## src/verilog/t1_tx_sig_pkg.sv

```systemverilog
// Package: constants and carriers for the T1 signalling and slot control block
package t1_tx_sig_pkg;
	// Register pages and window
	localparam logic [3:0] PAGE_SIG_LO = 4'h5;
	localparam logic [3:0] PAGE_SIG_HI = 4'h6;
	localparam logic [3:0] PAGE_CTL_LO = 4'h7;
	localparam logic [3:0] PAGE_CTL_HI = 4'h8;
	localparam logic [4:0] OFS_FIRST = 5'h10;
	localparam logic [4:0] OFS_HI_LAST = 5'h17;
	localparam logic [4:0] CH_PER_LO_PAGE = 5'h10;
	localparam int NUM_CH = 24;
	localparam int FIFO_DEPTH = 32;
	// Signalling word bits
	localparam int SIG_A = 3;
	localparam int SIG_B = 2;
	localparam int SIG_C = 1;
	localparam int SIG_D = 0;
	// Per-slot control bits
	localparam int CTL_MSG = 7;
	localparam int CTL_INV = 6;
	localparam int CTL_RLOOP = 5;
	localparam int CTL_LLOOP = 4;
	localparam int CTL_TTEST = 3;
	localparam int CTL_RTEST = 2;
	localparam int CTL_SERSEL = 1;
	localparam int CTL_CLEAR = 0;
	// Superframe frames carrying signalling
	localparam logic [4:0] FRAME_A = 5'h06;
	localparam logic [4:0] FRAME_B = 5'h0c;
	localparam logic [4:0] FRAME_C = 5'h12;
	localparam logic [4:0] FRAME_D = 5'h18;
	// Bit position 8 of a channel byte is its lsb
	localparam int ROBBED_BIT = 0;
	// Reset values
	localparam logic [7:0] CTL_RESET = 8'h00;
	localparam logic [3:0] SIG_RESET = 4'h0;
	localparam logic [14:0] PRBS_SEED = 15'h7fff;
	// Digital milliwatt, eight-sample mu-law cycle
	localparam logic [7:0] MW_0 = 8'h1e;
	localparam logic [7:0] MW_1 = 8'h0b;
	localparam logic [7:0] MW_2 = 8'h9e;
	localparam logic [7:0] MW_3 = 8'h8b;

	// One backplane time slot: data, control and position in superframe
	typedef struct packed {
		logic [4:0] slot;
		logic [4:0] frame;
		logic [7:0] data;
		logic [7:0] ctrl;
	} bp_slot_s;

	// One received line slot
	typedef struct packed {
		logic [4:0] slot;
		logic [7:0] data;
	} line_slot_s;
endpackage : t1_tx_sig_pkg

```

## src/verilog/t1_tx_signalling_slot_ctrl.sv

```systemverilog
// Transmit signalling words, per-slot control words and the slot datapath
`timescale 1ns/1ns

// Slot buffer between backplane and transmit path
module slot_fifo #(
	parameter int WIDTH = 26,
	parameter int DEPTH = 32
) (
	// Clock and reset
	input wire logic clk_sys,
	input wire logic nrst,
	// Filling side
	input wire logic in_valid,
	output logic in_ready,
	input wire logic [WIDTH-1:0] in_data,
	// Draining side
	output logic out_valid,
	input wire logic out_ready,
	output logic [WIDTH-1:0] out_data
);
	localparam int AW = $clog2(DEPTH);
	logic [WIDTH-1:0] mem [DEPTH];
	logic [AW:0] wr_ptr;
	logic [AW:0] rd_ptr;
	wire do_push = in_valid && in_ready;
	wire do_pop = out_valid && out_ready;

	// Full when pointers differ only in the wrap bit
	assign in_ready = !((wr_ptr[AW] != rd_ptr[AW]) && (wr_ptr[AW-1:0] == rd_ptr[AW-1:0]));
	assign out_valid = (wr_ptr != rd_ptr);
	assign out_data = mem[rd_ptr[AW-1:0]];

	// Storage has no reset; out_data shows the entry at rd_ptr even when the buffer is empty
	always_ff @(posedge clk_sys) begin
		if (do_push) begin
			mem[wr_ptr[AW-1:0]] <= in_data;
		end
	end

	// Pointers
	always_ff @(posedge clk_sys or negedge nrst) begin
		if (!nrst) begin
			wr_ptr <= '0;
			rd_ptr <= '0;
		end else begin
			wr_ptr <= wr_ptr + (AW+1)'(do_push);
			rd_ptr <= rd_ptr + (AW+1)'(do_pop);
		end
	end
endmodule : slot_fifo

// Operation
// - Signalling words at pages 5/6, 0x10 up
// - A bit sent in frame 6
// - B bit sent in frame 12
// - C bit frame 18, ESF only
// - D bit frame 24, ESF only
// - Select bit picks serial or register signalling
// - Nibble select one uses bits 7-4
// - Nibble select zero uses bits 3-0
// - Control words at pages 7/8, 0x10 up
// - Bit 7 sends message register
// - Bit 6 inverts both directions
// - Bit 5 loops receive slot to transmit
// - Bit 4 loops transmit slot to receive
// - Bit 3 sends milliwatt or PRBS
// - Bit 2 tests serial output slot
// - Bit 0 suppresses robbed-bit signalling
module t1_tx_signalling_slot_ctrl (
	// Clock and reset
	input wire logic clk_sys,
	input wire logic nrst,
	// Microport
	input wire logic [3:0] page,
	input wire logic [4:0] addr,
	input wire logic wr_en,
	input wire logic rd_en,
	input wire logic [7:0] wr_data,
	output logic [7:0] rd_data,
	// Global controls
	input wire logic esf_mode,
	input wire logic signalling_enable,
	input wire logic nibble_select,
	input wire logic test_sequence_select,
	input wire logic [7:0] tx_message,
	// Backplane slot in: serial_data_input and serial_control_input
	input wire logic bp_valid,
	output logic bp_ready,
	input wire t1_tx_sig_pkg::bp_slot_s bp_slot,
	// Transmit line slot out
	output logic tx_valid,
	input wire logic tx_ready,
	output logic [4:0] tx_slot,
	output logic [7:0] tx_data,
	// Receive line slot in
	input wire logic rx_valid,
	input wire t1_tx_sig_pkg::line_slot_s rx_slot,
	// Backplane slot out: serial_data_output
	output logic dout_valid,
	output logic [4:0] dout_slot,
	output logic [7:0] serial_data_output,
	// PRBS detector errors
	output logic [7:0] prbs_errors
);
	// Page/offset to channel decode, shared by read and write
	function automatic logic [5:0] map_ch(input logic [3:0] pg, input logic [4:0] ofs,
		input logic [3:0] lo, input logic [3:0] hi);
		logic [5:0] r;
		r = '0;
		if (pg == lo && ofs >= t1_tx_sig_pkg::OFS_FIRST) begin
			r = {1'b1, ofs - t1_tx_sig_pkg::OFS_FIRST};
		end else if (pg == hi && ofs >= t1_tx_sig_pkg::OFS_FIRST
			&& ofs <= t1_tx_sig_pkg::OFS_HI_LAST) begin
			r = {1'b1, ofs - t1_tx_sig_pkg::OFS_FIRST + t1_tx_sig_pkg::CH_PER_LO_PAGE};
		end
		return r;
	endfunction : map_ch

	// Advance a 2^15-1 generator by eight bits, msb first
	function automatic logic [22:0] prbs_step(input logic [14:0] s);
		logic [14:0] st;
		logic [7:0] b;
		st = s;
		b = '0;
		for (int i = 7; i >= 0; i--) begin
			b[i] = st[14] ^ st[13];
			st = {st[13:0], b[i]};
		end
		return {st, b};
	endfunction : prbs_step

	// Milliwatt sample for a phase
	function automatic logic [7:0] mw_sample(input logic [2:0] ph);
		logic [7:0] v;
		v = (ph[0] ^ ph[1]) ? t1_tx_sig_pkg::MW_1 : t1_tx_sig_pkg::MW_0;
		if (ph[2]) begin
			v = (ph[0] ^ ph[1]) ? t1_tx_sig_pkg::MW_3 : t1_tx_sig_pkg::MW_2;
		end
		return v;
	endfunction : mw_sample

	logic [3:0] sig_mem [t1_tx_sig_pkg::NUM_CH];
	logic [7:0] ctl_mem [t1_tx_sig_pkg::NUM_CH];
	logic [7:0] rx_mem [t1_tx_sig_pkg::NUM_CH];
	logic [7:0] tx_mem [t1_tx_sig_pkg::NUM_CH];
	logic [14:0] tx_prbs;
	logic [14:0] rx_prbs;
	logic [2:0] tx_mw_ph;
	logic [2:0] rx_mw_ph;

	// Register decode
	// signalling and control page maps
	wire [5:0] sig_hit = map_ch(page, addr, t1_tx_sig_pkg::PAGE_SIG_LO,
		t1_tx_sig_pkg::PAGE_SIG_HI);
	wire [5:0] ctl_hit = map_ch(page, addr, t1_tx_sig_pkg::PAGE_CTL_LO,
		t1_tx_sig_pkg::PAGE_CTL_HI);
	wire [4:0] sig_ch = sig_hit[4:0];
	wire [4:0] ctl_ch = ctl_hit[4:0];
	// anything outside the map reads zero
	wire [7:0] next_rd = sig_hit[5] ? {4'h0, sig_mem[sig_ch]} :
		ctl_hit[5] ? ctl_mem[ctl_ch] : 8'h00;

	// Register writes; unmapped offsets fall through untouched
	always_ff @(posedge clk_sys or negedge nrst) begin
		if (!nrst) begin
			for (int i = 0; i < t1_tx_sig_pkg::NUM_CH; i++) begin
				sig_mem[i] <= t1_tx_sig_pkg::SIG_RESET;
				ctl_mem[i] <= t1_tx_sig_pkg::CTL_RESET;
			end
		end else if (wr_en) begin
			if (sig_hit[5]) begin
				sig_mem[sig_ch] <= wr_data[3:0];
			end else if (ctl_hit[5]) begin
				ctl_mem[ctl_ch] <= wr_data;
			end
		end
	end

	// Read data held until next read
	always_ff @(posedge clk_sys or negedge nrst) begin
		if (!nrst) begin
			rd_data <= 8'h00;
		end else if (rd_en) begin
			rd_data <= next_rd;
		end
	end

	// Backplane slots queue here so a stalled framer back-pressures the source
	logic fifo_valid;
	logic fifo_ready;
	logic [$bits(t1_tx_sig_pkg::bp_slot_s)-1:0] fifo_raw;
	t1_tx_sig_pkg::bp_slot_s cur;
	assign cur = fifo_raw;

	slot_fifo #(
		.WIDTH($bits(t1_tx_sig_pkg::bp_slot_s)),
		.DEPTH(t1_tx_sig_pkg::FIFO_DEPTH)
	) u_fifo (
		.clk_sys(clk_sys),
		.nrst(nrst),
		.in_valid(bp_valid),
		.in_ready(bp_ready),
		.in_data(bp_slot),
		.out_valid(fifo_valid),
		.out_ready(fifo_ready),
		.out_data(fifo_raw)
	);

	// Transmit slot composition
	wire [7:0] ctl = ctl_mem[cur.slot];
	wire tx_pop = fifo_valid && fifo_ready;
	wire [22:0] tx_prbs_nx = prbs_step(tx_prbs);
	assign fifo_ready = !tx_valid || tx_ready;
	wire [7:0] src_data = ctl[t1_tx_sig_pkg::CTL_MSG] ? tx_message :
		ctl[t1_tx_sig_pkg::CTL_INV] ? ~cur.data : cur.data;
	wire [7:0] loop_data = ctl[t1_tx_sig_pkg::CTL_RLOOP] ? rx_mem[cur.slot] : src_data;
	wire [7:0] test_data = test_sequence_select ? mw_sample(tx_mw_ph) : tx_prbs_nx[7:0];
	wire tx_test = ctl[t1_tx_sig_pkg::CTL_TTEST];
	wire [7:0] body = tx_test ? test_data : loop_data;
	wire [3:0] ser_sig = nibble_select ? cur.ctrl[7:4] : cur.ctrl[3:0];
	wire [3:0] abcd = ctl[t1_tx_sig_pkg::CTL_SERSEL] ? sig_mem[cur.slot] : ser_sig;
	wire in_a = cur.frame == t1_tx_sig_pkg::FRAME_A;
	wire in_b = cur.frame == t1_tx_sig_pkg::FRAME_B;
	// C in frame 18, ESF only
	wire in_c = esf_mode && cur.frame == t1_tx_sig_pkg::FRAME_C;
	// D in frame 24, ESF only
	wire in_d = esf_mode && cur.frame == t1_tx_sig_pkg::FRAME_D;
	wire sig_bit = in_a ? abcd[t1_tx_sig_pkg::SIG_A] : in_b ? abcd[t1_tx_sig_pkg::SIG_B] :
		in_c ? abcd[t1_tx_sig_pkg::SIG_C] : abcd[t1_tx_sig_pkg::SIG_D];
	// clear channel carries no robbed bit
	wire rob = signalling_enable && !ctl[t1_tx_sig_pkg::CTL_CLEAR]
		&& (in_a || in_b || in_c || in_d);
	wire [7:0] next_tx = rob ? {body[7:1], sig_bit} : body;

	// Transmit output stage
	always_ff @(posedge clk_sys or negedge nrst) begin
		if (!nrst) begin
			tx_valid <= 1'b0;
			tx_slot <= '0;
			tx_data <= 8'h00;
		end else if (fifo_ready) begin
			tx_valid <= fifo_valid;
			tx_slot <= cur.slot;
			tx_data <= next_tx;
		end
	end

	// Transmit test generators advance only when a test byte is used
	always_ff @(posedge clk_sys or negedge nrst) begin
		if (!nrst) begin
			tx_prbs <= t1_tx_sig_pkg::PRBS_SEED;
			tx_mw_ph <= '0;
		end else if (tx_pop && tx_test) begin
			tx_prbs <= test_sequence_select ? tx_prbs : tx_prbs_nx[22:8];
			tx_mw_ph <= tx_mw_ph + 3'(test_sequence_select);
		end
	end

	// Slot history for the two loopbacks
	always_ff @(posedge clk_sys) begin
		if (tx_pop) begin
			tx_mem[cur.slot] <= next_tx;
		end
		if (rx_valid) begin
			rx_mem[rx_slot.slot] <= rx_slot.data;
		end
	end

	// Receive slot composition
	wire [7:0] rctl = ctl_mem[rx_slot.slot];
	wire [7:0] rx_src = rctl[t1_tx_sig_pkg::CTL_LLOOP] ? tx_mem[rx_slot.slot] : rx_slot.data;
	wire [7:0] rx_inv = rctl[t1_tx_sig_pkg::CTL_INV] ? ~rx_src : rx_src;
	wire rx_test = rctl[t1_tx_sig_pkg::CTL_RTEST];
	wire [7:0] next_dout = (rx_test && test_sequence_select) ? mw_sample(rx_mw_ph) : rx_inv;
	wire chk = rx_valid && rx_test && !test_sequence_select;

	// Serial output stage; one-cycle valid per received slot
	always_ff @(posedge clk_sys or negedge nrst) begin
		if (!nrst) begin
			dout_valid <= 1'b0;
			dout_slot <= '0;
			serial_data_output <= 8'h00;
		end else begin
			dout_valid <= rx_valid;
			dout_slot <= rx_slot.slot;
			serial_data_output <= rx_valid ? next_dout : serial_data_output;
		end
	end

	// Self-synchronising PRBS check on the received channel
	logic [14:0] chk_st;
	logic [3:0] chk_err;
	always_comb begin
		chk_st = rx_prbs;
		chk_err = '0;
		for (int i = 7; i >= 0; i--) begin
			chk_err = chk_err + 4'((chk_st[14] ^ chk_st[13]) != rx_inv[i]);
			chk_st = {chk_st[13:0], rx_inv[i]};
		end
	end

	always_ff @(posedge clk_sys or negedge nrst) begin
		if (!nrst) begin
			rx_prbs <= t1_tx_sig_pkg::PRBS_SEED;
			rx_mw_ph <= '0;
			prbs_errors <= 8'h00;
		end else begin
			if (chk) begin
				rx_prbs <= chk_st;
				prbs_errors <= (prbs_errors > 8'hff - 8'(chk_err)) ? 8'hff
					: prbs_errors + 8'(chk_err);
			end
			if (rx_valid && rx_test && test_sequence_select) begin
				rx_mw_ph <= rx_mw_ph + 3'h1;
			end
		end
	end
endmodule : t1_tx_signalling_slot_ctrl

```

## config.mk

```make
export PLATFORM = sky130hd
export DESIGN_NAME = t1_tx_signalling_slot_ctrl
export DESIGN_NICKNAME = d
export VERILOG_FILES = /design/src/verilog/t1_tx_sig_pkg.sv /design/src/verilog/t1_tx_signalling_slot_ctrl.sv
export SDC_FILE = /design/constraint.sdc
export NUM_CORES = 2
export LEC_CHECK = 0
export CORE_ASPECT_RATIO = 0.9
export CORE_MARGIN = 2
export CORE_UTILIZATION = 40
export CTS_BUF_LIST = sky130_fd_sc_hd__clkbuf_4 sky130_fd_sc_hd__clkbuf_8
export CTS_CLUSTER_DIAMETER = 60
export CTS_CLUSTER_SIZE = 12
export DETAILED_ROUTE_END_ITERATION = 8
export DONT_BUFFER_PORTS = 1
export PLACE_DENSITY = 0.53
export SYNTH_ARGS = -nofsm -noshare
export SYNTH_HDL_FRONTEND = slang
export SYNTH_SLANG_ARGS = --single-unit
```

## constraint.sdc

```tcl
create_clock -name clk_sys -period 7.1 [get_ports clk_sys]
set_input_delay 0 -clock clk_sys [delete_from_list [all_inputs] [get_ports clk_sys]]
set_output_delay 0 -clock clk_sys [all_outputs]
set_load 0.03 [all_outputs]
```

After elaboration in Yosys (flattened, before gate mapping)
Memories as Yosys holds them, arrays and structs flattened. Cells that the tools add are included.

Memories kept: 3. Word-level logic and storage cells: 219. Bits in registers: 380. RAM bits: 1216. Output and inout port bits: 45.

Mux-type cells: 54. Bitwise operators: 26. Order comparisons: 9. Reduce and logical (&&, ||, !) cells: 31. $add $sub $neg: 15. Equal/unequal tests: 19.

Memories: u_fifo.mem (words 32, width 26, read ports 1, clocked after memory_dff 0, wr ports 1, line t1_tx_signalling_slot_ctrl.sv:22) `logic [WIDTH-1:0] mem [DEPTH];`; rx_mem (words 24, width 8, read ports 1, clocked after memory_dff 0, wr ports 1, line t1_tx_signalling_slot_ctrl.sv:144) `logic [7:0] rx_mem [t1_tx_sig_pkg::NUM_CH];`; tx_mem (words 24, width 8, read ports 1, clocked after memory_dff 0, wr ports 1, line t1_tx_signalling_slot_ctrl.sv:145) `logic [7:0] tx_mem [t1_tx_sig_pkg::NUM_CH];`.

Operators by type and width (count): $bwmux 192 (1); $mux 8 (18); $bmux 8 s5 (3); $bwmux 96 (1); $bmux 4 s5 (2); $demux 8 s5 (1); $mux 4 (7); $ge 6x6->1 const B (4); $mux 6 (4); $not 5->6 (4); $demux 4 s5 (1); $logic_and 1x1->1 (20); $mux 5 (4); $xor 1x1->1 (18); $add 4x1->4 (4); $not 8->8 (2); $mux 7 (2); $add 6x1->6 (2); $eq 4x3->1 const B (3); $lt 6x1->1 const B (2); $eq 5x5->1 const B (2); $mux 1 (10); $ne 1x1->1 (9); $add 8x4->8 (1); other kinds (21) (29).

Logic depth before layout (Yosys ltp)
Depth in word-level cells: 18. Mapped depth: 27. Mapped depth without buffers: 25.

By module
A second synthesis with hierarchy kept.

Cells, all modules: 3942. Area total of the unflattened synthesis: 68071.5 µm².

By module, submodules not included: t1_tx_signalling_slot_ctrl (area each 35654.2 µm², cells each 2471, times used 1); slot_fifo (area each 32417.3 µm², cells each 1471, times used 1).

Worst setup path after synthesis
No wires, ideal clock.

Path kind: input to register. Start: input rx_slot[8] (netlist bit). End: register prbs_errors[4]. Arrival time: 6.529 ns. Stages: 27. Slack: 0.427 ns. Path buffers: 4. Library setup time: 0.145 ns. Cells stage by stage: buf_2 > buf_2 > clkbuf_1 > buf_1 > mux4_2 > a22oi_1 > nand4_1 > o21ai_0 > xnor2_1 > xnor2_1 > fa_1 > inv_1 > fa_1 > inv_1 > fa_1 > inv_1 > ha_1 > fa_1 > ha_1 > nor2b_1 > o21a_1 > o21a_1 > o211ai_1 > a41oi_1 > nand2b_1 > a21oi_1 > a31oi_1.

Longest elaborated chain between the ends: 18.

RTL lines: from (decl) (line t1_tx_signalling_slot_ctrl.sv:97) `input wire t1_tx_sig_pkg::line_slot_s rx_slot,`; $not 5->6 (implied by the code) (line t1_tx_signalling_slot_ctrl.sv:270) `wire [7:0] rctl = ctl_mem[rx_slot.slot];`; $bmux 8 s5 (line t1_tx_signalling_slot_ctrl.sv:270); $mux 7 (implied by the code) (2 in series) (line t1_tx_signalling_slot_ctrl.sv:270); $mux 8 (line t1_tx_signalling_slot_ctrl.sv:271) `wire [7:0] rx_src = rctl[t1_tx_sig_pkg::CTL_LLOOP] ? tx_mem[rx_slot.slot] : rx_slot.data;`; $not 8->8 (line t1_tx_signalling_slot_ctrl.sv:272) `wire [7:0] rx_inv = rctl[t1_tx_sig_pkg::CTL_INV] ? ~rx_src : rx_src;`; $mux 8 (line t1_tx_signalling_slot_ctrl.sv:272); $ne 1x1->1 (line t1_tx_signalling_slot_ctrl.sv:297) `chk_err = chk_err + 4'((chk_st[14] ^ chk_st[13]) != rx_inv[i]);`; $add 1x1->2 (line t1_tx_signalling_slot_ctrl.sv:297); $add 2x1->3 (line t1_tx_signalling_slot_ctrl.sv:297); $add 3x1->4 (line t1_tx_signalling_slot_ctrl.sv:297); $add 4x1->4 (4 in series) (line t1_tx_signalling_slot_ctrl.sv:297); $sub 1x5->6 (line t1_tx_signalling_slot_ctrl.sv:310) `prbs_errors <= (prbs_errors > 8'hff - 8'(chk_err)) ? 8'hff`; $gt 8x8->1 (line t1_tx_signalling_slot_ctrl.sv:310); $mux 8 (line t1_tx_signalling_slot_ctrl.sv:310); to (signal assigned) (line t1_tx_signalling_slot_ctrl.sv:310); to (decl) (line t1_tx_signalling_slot_ctrl.sv:103) `output logic [7:0] prbs_errors`.

Parallel ways exist; a longest one is shown, timed or not. The select of a mux whose other input is x is not followed. A chain may end at the register's enable or synchronous reset.

Final worst setup path
Ends and elaborated chain as after synthesis.

==> reports/results.env <==
RUN_STATUS='complete, but fails checks'
FAILING_CHECKS='hold timing'
CTS_MAX_PATH_BUFFERS=3
START_UTIL_PCT=40.2
CTS_TREE='yes'
CP_MAX_FO=43
MAX_CAP_VIOLATIONS=0
TOTAL_LEAKAGE_POWER_nW=26.9
TRANSITION_TIME_OF_THE_TIGHTEST_SLEW_CHECK_PIN_NS=1.25
POWER.SHARE.CLOCK_PCT=18.7
DRIVE_ABOVE_1_SHARE_PCT=25.4
GRT_PASS1_VIAS=39234
GRT_PASS1_WL_UM=287000
SLEW_HEADROOM_PCT=16.1
SYNTH_ENABLE_FLOP_CELLS=1216
SYNTH_AREA_LEADERS='sky130_fd_sc_hd__edfxtp_1, sky130_fd_sc_hd__dfrtp_1, sky130_fd_sc_hd__mux4_2'
NUMPORTBUFFERS=0
WHS_NS=-1.19
VIAS=39044
SETUP_SLACK_NS=0.411
YOSYS.CELL_TYPES.COUNT=90
CRITPATHSLOWESTCELL='sky130_fd_sc_hd__dlygate4sd3_1'
NETLIST.TOP_CELL.BY_AREA='sky130_fd_sc_hd__edfxtp_1'
FINAL_CORE_UTIL_PCT=44.6
DIE_SPAN_Y_UM=397
INTERNAL_POWER_CONTRIBUTION_mW=19.6
ANTENNA_FOUND_INITIAL=19
CLKTRANSATPATHREGS_NS=0.08
SYN-CELL-AREA_UM2=68700
POSTSYNTHNETCOUNT=4325
IRDROPWORSTVDD_uV=549
DRT-WIRELENGTH-PER-CELL_UM=29.7
CTS_HOLD_BUFFERS=139
FIN_CRIT_NS=6.69
ANT_NETS=0
CTS-BUFFERS-INSERTED=159
NETSWITCHINGFRACTION_PCT=39.2
CTS_ROOT_BUF='sky130_fd_sc_hd__clkbuf_8'
TIMING.HOLD.WORST.CLASS='input pin to asynchronous set/reset pin'
FF_LATCH_COUNT_SYNTH=1596
DR.FIRST_ITER.DRC_COUNT=4191
CPPEAKSTAGEDELAY_NS=0.91
FINAL.PERIOD_UTILIZATION_PCT=94.2
SYNTH_WARNINGS=0
SEQ_POWER_SHARE_PCT=40.3
HOLD_VIOLATIONS=380
WORST_PATH_DOMINANT_CELL_FAMILY='adder cells'
GLOBAL_ROUTE.OVERFLOW_TOTAL=0
DOMINANTREGCELLSYNTH='sky130_fd_sc_hd__edfxtp_1'
REG2REG_TO='tx_mem[14][1]'
RSZ0062_AT_GRT='no'
SYNTH_TOP_CELL_AREA_SHARE_PCT=53.2
CLOCK-SINKS=1596
POWERDENSITY_nW_PER_UM2=423
TIMING.CRITICAL_PATH.FROM_TYPE='input pin'
CRIT_PATH_END_KIND='flop'
PWR-SHARE-COMB_PCT=41.1
ARRIVAL_NS=7.53
POST_SYNTHESIS_MEAN_INSTANCE_AREA_UM2=16.2
MAX_FREQ_GHz=0.149
AREAGROWTHSYNTHTOFINISH_PCT=10.8
CLOCK_TREE.HTREE_LEVEL_COUNT=4
GLOBALROUTETOTALUTIL_PCT=22.8
SYNTHCELLS=4230
SETUP_TNS_NS=0
ROW_COUNT=144
CRITPATHBUFINV=6
SETUP.REG_TO_REG.WORST_SLACK_NS=0.42
DRC_ERRORS=0
LAYOUT.FILLER_CELLS=15033
DRT_PRE_ANTENNA_ITERS=6
FRACTION_OF_THE_YOSYS_AREA_TAKEN_BY_SEQUENTIAL_CELLS_PCT=67.1
POWER_SPENT_CHARGING_AND_DISCHARGING_NETS_mW=12.6
FIN_WORST_SKEW_NS=0.0520
FF2FF_PATH_DEPTH=14
DIE-AREA_UM2=175000
SYNTH.MOST_COMMON_CELL='sky130_fd_sc_hd__edfxtp_1'
FINAL-SETUP-VIOL-COUNT=0
PATH_CLASS='input pin to flop'
NETLIST_TOP_CELLS_COUNT='sky130_fd_sc_hd__edfxtp_1, sky130_fd_sc_hd__dfrtp_1, sky130_fd_sc_hd__mux2_2'
POST-PLACE-WS_NS=0.694
ASYNC_RESET_FF_SHARE_PCT=23.8
IO-PIN-COUNT=120
R2R_STARTPOINT='u_fifo.rd_ptr[2]'
FINALMAXSLEWVIOLATIONS=0
POST-CTS-SETUP-BUFFER-COUNT=0
CLK_LATENCY_NS=0.93
DP_HPWL_UM=117000
GP_CONGESTION=0.831
CHIPWIDTH_UM=441
ROUTED_WL_UM=200000
REQUIRED_NS=7.94
COREAREA_UM2=171000
LAYOUT_NET_COUNT=4463
WORST_PATH_MOST_REPEATED_CELL='sky130_fd_sc_hd__fa_1'
VIAS_PER_CELL=5.79
GRT_START_MAX_NET_PINS=381
## metal layers
| metal | wire (µm) | share of wire, % | global-route usage, % |
|---|---|---|---|
| met1 | 87900 | 44 | 32.4 |
| met2 | 92500 | 46 | 35.1 |
| met3 | 14600 | 7.3 | 5.25 |
| met4 | 5040 | 2.5 | 6.20 |
| met5 | 58 | 0.029 | 0 |
## worst max-delay path by stage
stage	from	end	slack [ns]	cells after the start
floorplan	rx_slot[8]	prbs_errors[4]	0.43	27
global placement	ctl_mem[12]	prbs_errors[4]	0.69	25
detailed placement	ctl_mem[12]	prbs_errors[4]	0.69	25
CTS	rx_slot[11]	prbs_errors[4]	0.43	26
global route	rx_slot[8]	prbs_errors[4]	0.08	26
finish	rx_slot[8]	prbs_errors[4]	0.41	26
## metrics by stage
stage / area [µm²] / hold slack [ns] / power [mW] / std cells
after global routing: 76100 / -1.26 / 33.6 / 6738
after CTS: 76100 / -1.28 / 32.4 / 6732
final: 76100 / -1.19 / 32.2 / 6741
after detailed placement: 71300 / -0.258 / 26.1 / 6331
after global placement: 71300 / -0.257 / 26.0 / 6331
after floorplan: 68700 / -0.296 / 21.2 / 4230
## flip-flops by register name (all words and copies together), names as in the netlist, 6 cells and up
signal / cells
tx_prbs: 15
serial_data_output: 8
rd_data: 8
sig_mem: 96
rx_prbs: 15
tx_mem: 192
prbs_errors: 8
ctl_mem: 192
u_fifo.wr_ptr: 6
rx_mem: 192
u_fifo.rd_ptr: 6
u_fifo.mem: 832
tx_data: 8
## kinds of logic (layout without fill, tap and decap cells)
kind of cell | after synthesis | after routing | share of synthesized area, %
compound gates | 459 | 459 | 4.60
xor+xnor | 62 | 62 | 0.790
fa+ha+maj | 20 | 20 | 0.419
buf+inv | 290 | 529 | 2.12
flops | 1596 | 1596 | 67.1
mux | 866 | 866 | 18.8
other cells | 0 | 9 | 0
simple gates | 937 | 937 | 6.26
## layout make-up
cell class                 count  area, µm²  area share [%]
antenna                        9       22.5          0.0296
clock buffer                 228       2770            3.64
clock inverter                34        373           0.490
inverter                      19       71.3          0.0937
multi-input combinational   2344      21500            28.2
sequential                  1596      46100            60.5
tap                         2263       2830            3.72
timing repair buffer         248       2530            3.32
## cells in the final DEF (no fill, tap or decap), types with 34 or more instances in the layout
cell / Yosys / layout
sky130_fd_sc_hd__mux4_2: 301 / 301
sky130_fd_sc_hd__mux2_2: 339 / 339
sky130_fd_sc_hd__clkbuf_4: 0 / 59
sky130_fd_sc_hd__o21ai_0: 85 / 85
sky130_fd_sc_hd__a21oi_1: 108 / 107
sky130_fd_sc_hd__o221ai_1: 43 / 43
sky130_fd_sc_hd__nand3_1: 168 / 168
sky130_fd_sc_hd__buf_4: 23 / 105
sky130_fd_sc_hd__mux2i_1: 218 / 213
sky130_fd_sc_hd__nand2_1: 327 / 327
sky130_fd_sc_hd__dfrtp_1: 350 / 346
sky130_fd_sc_hd__edfxtp_1: 1216 / 1216
sky130_fd_sc_hd__nor3_1: 36 / 36
sky130_fd_sc_hd__nor2_1: 261 / 226
sky130_fd_sc_hd__nor2_4: 1 / 34
sky130_fd_sc_hd__clkbuf_8: 0 / 169
sky130_fd_sc_hd__dlygate4sd3_1: 0 / 118
## power groups by stage
stage / Sequential, mW / Combinational, mW / Clock, mW
after floorplan: 12.9 / 8.30 / 0
after global placement: 13.1 / 12.9 / 0
after detailed placement: 13.2 / 12.9 / 0
after CTS: 13.0 / 13.2 / 6.19
after global routing: 13.0 / 14.1 / 6.52
final: 13.0 / 13.2 / 6.02
## what timing repair did
item	CTS	global route
endpoints found under the setup margin	0	2
hold endpoints to repair	2163	380
resized for setup	0	1
(Power assumes the default switching activity.)
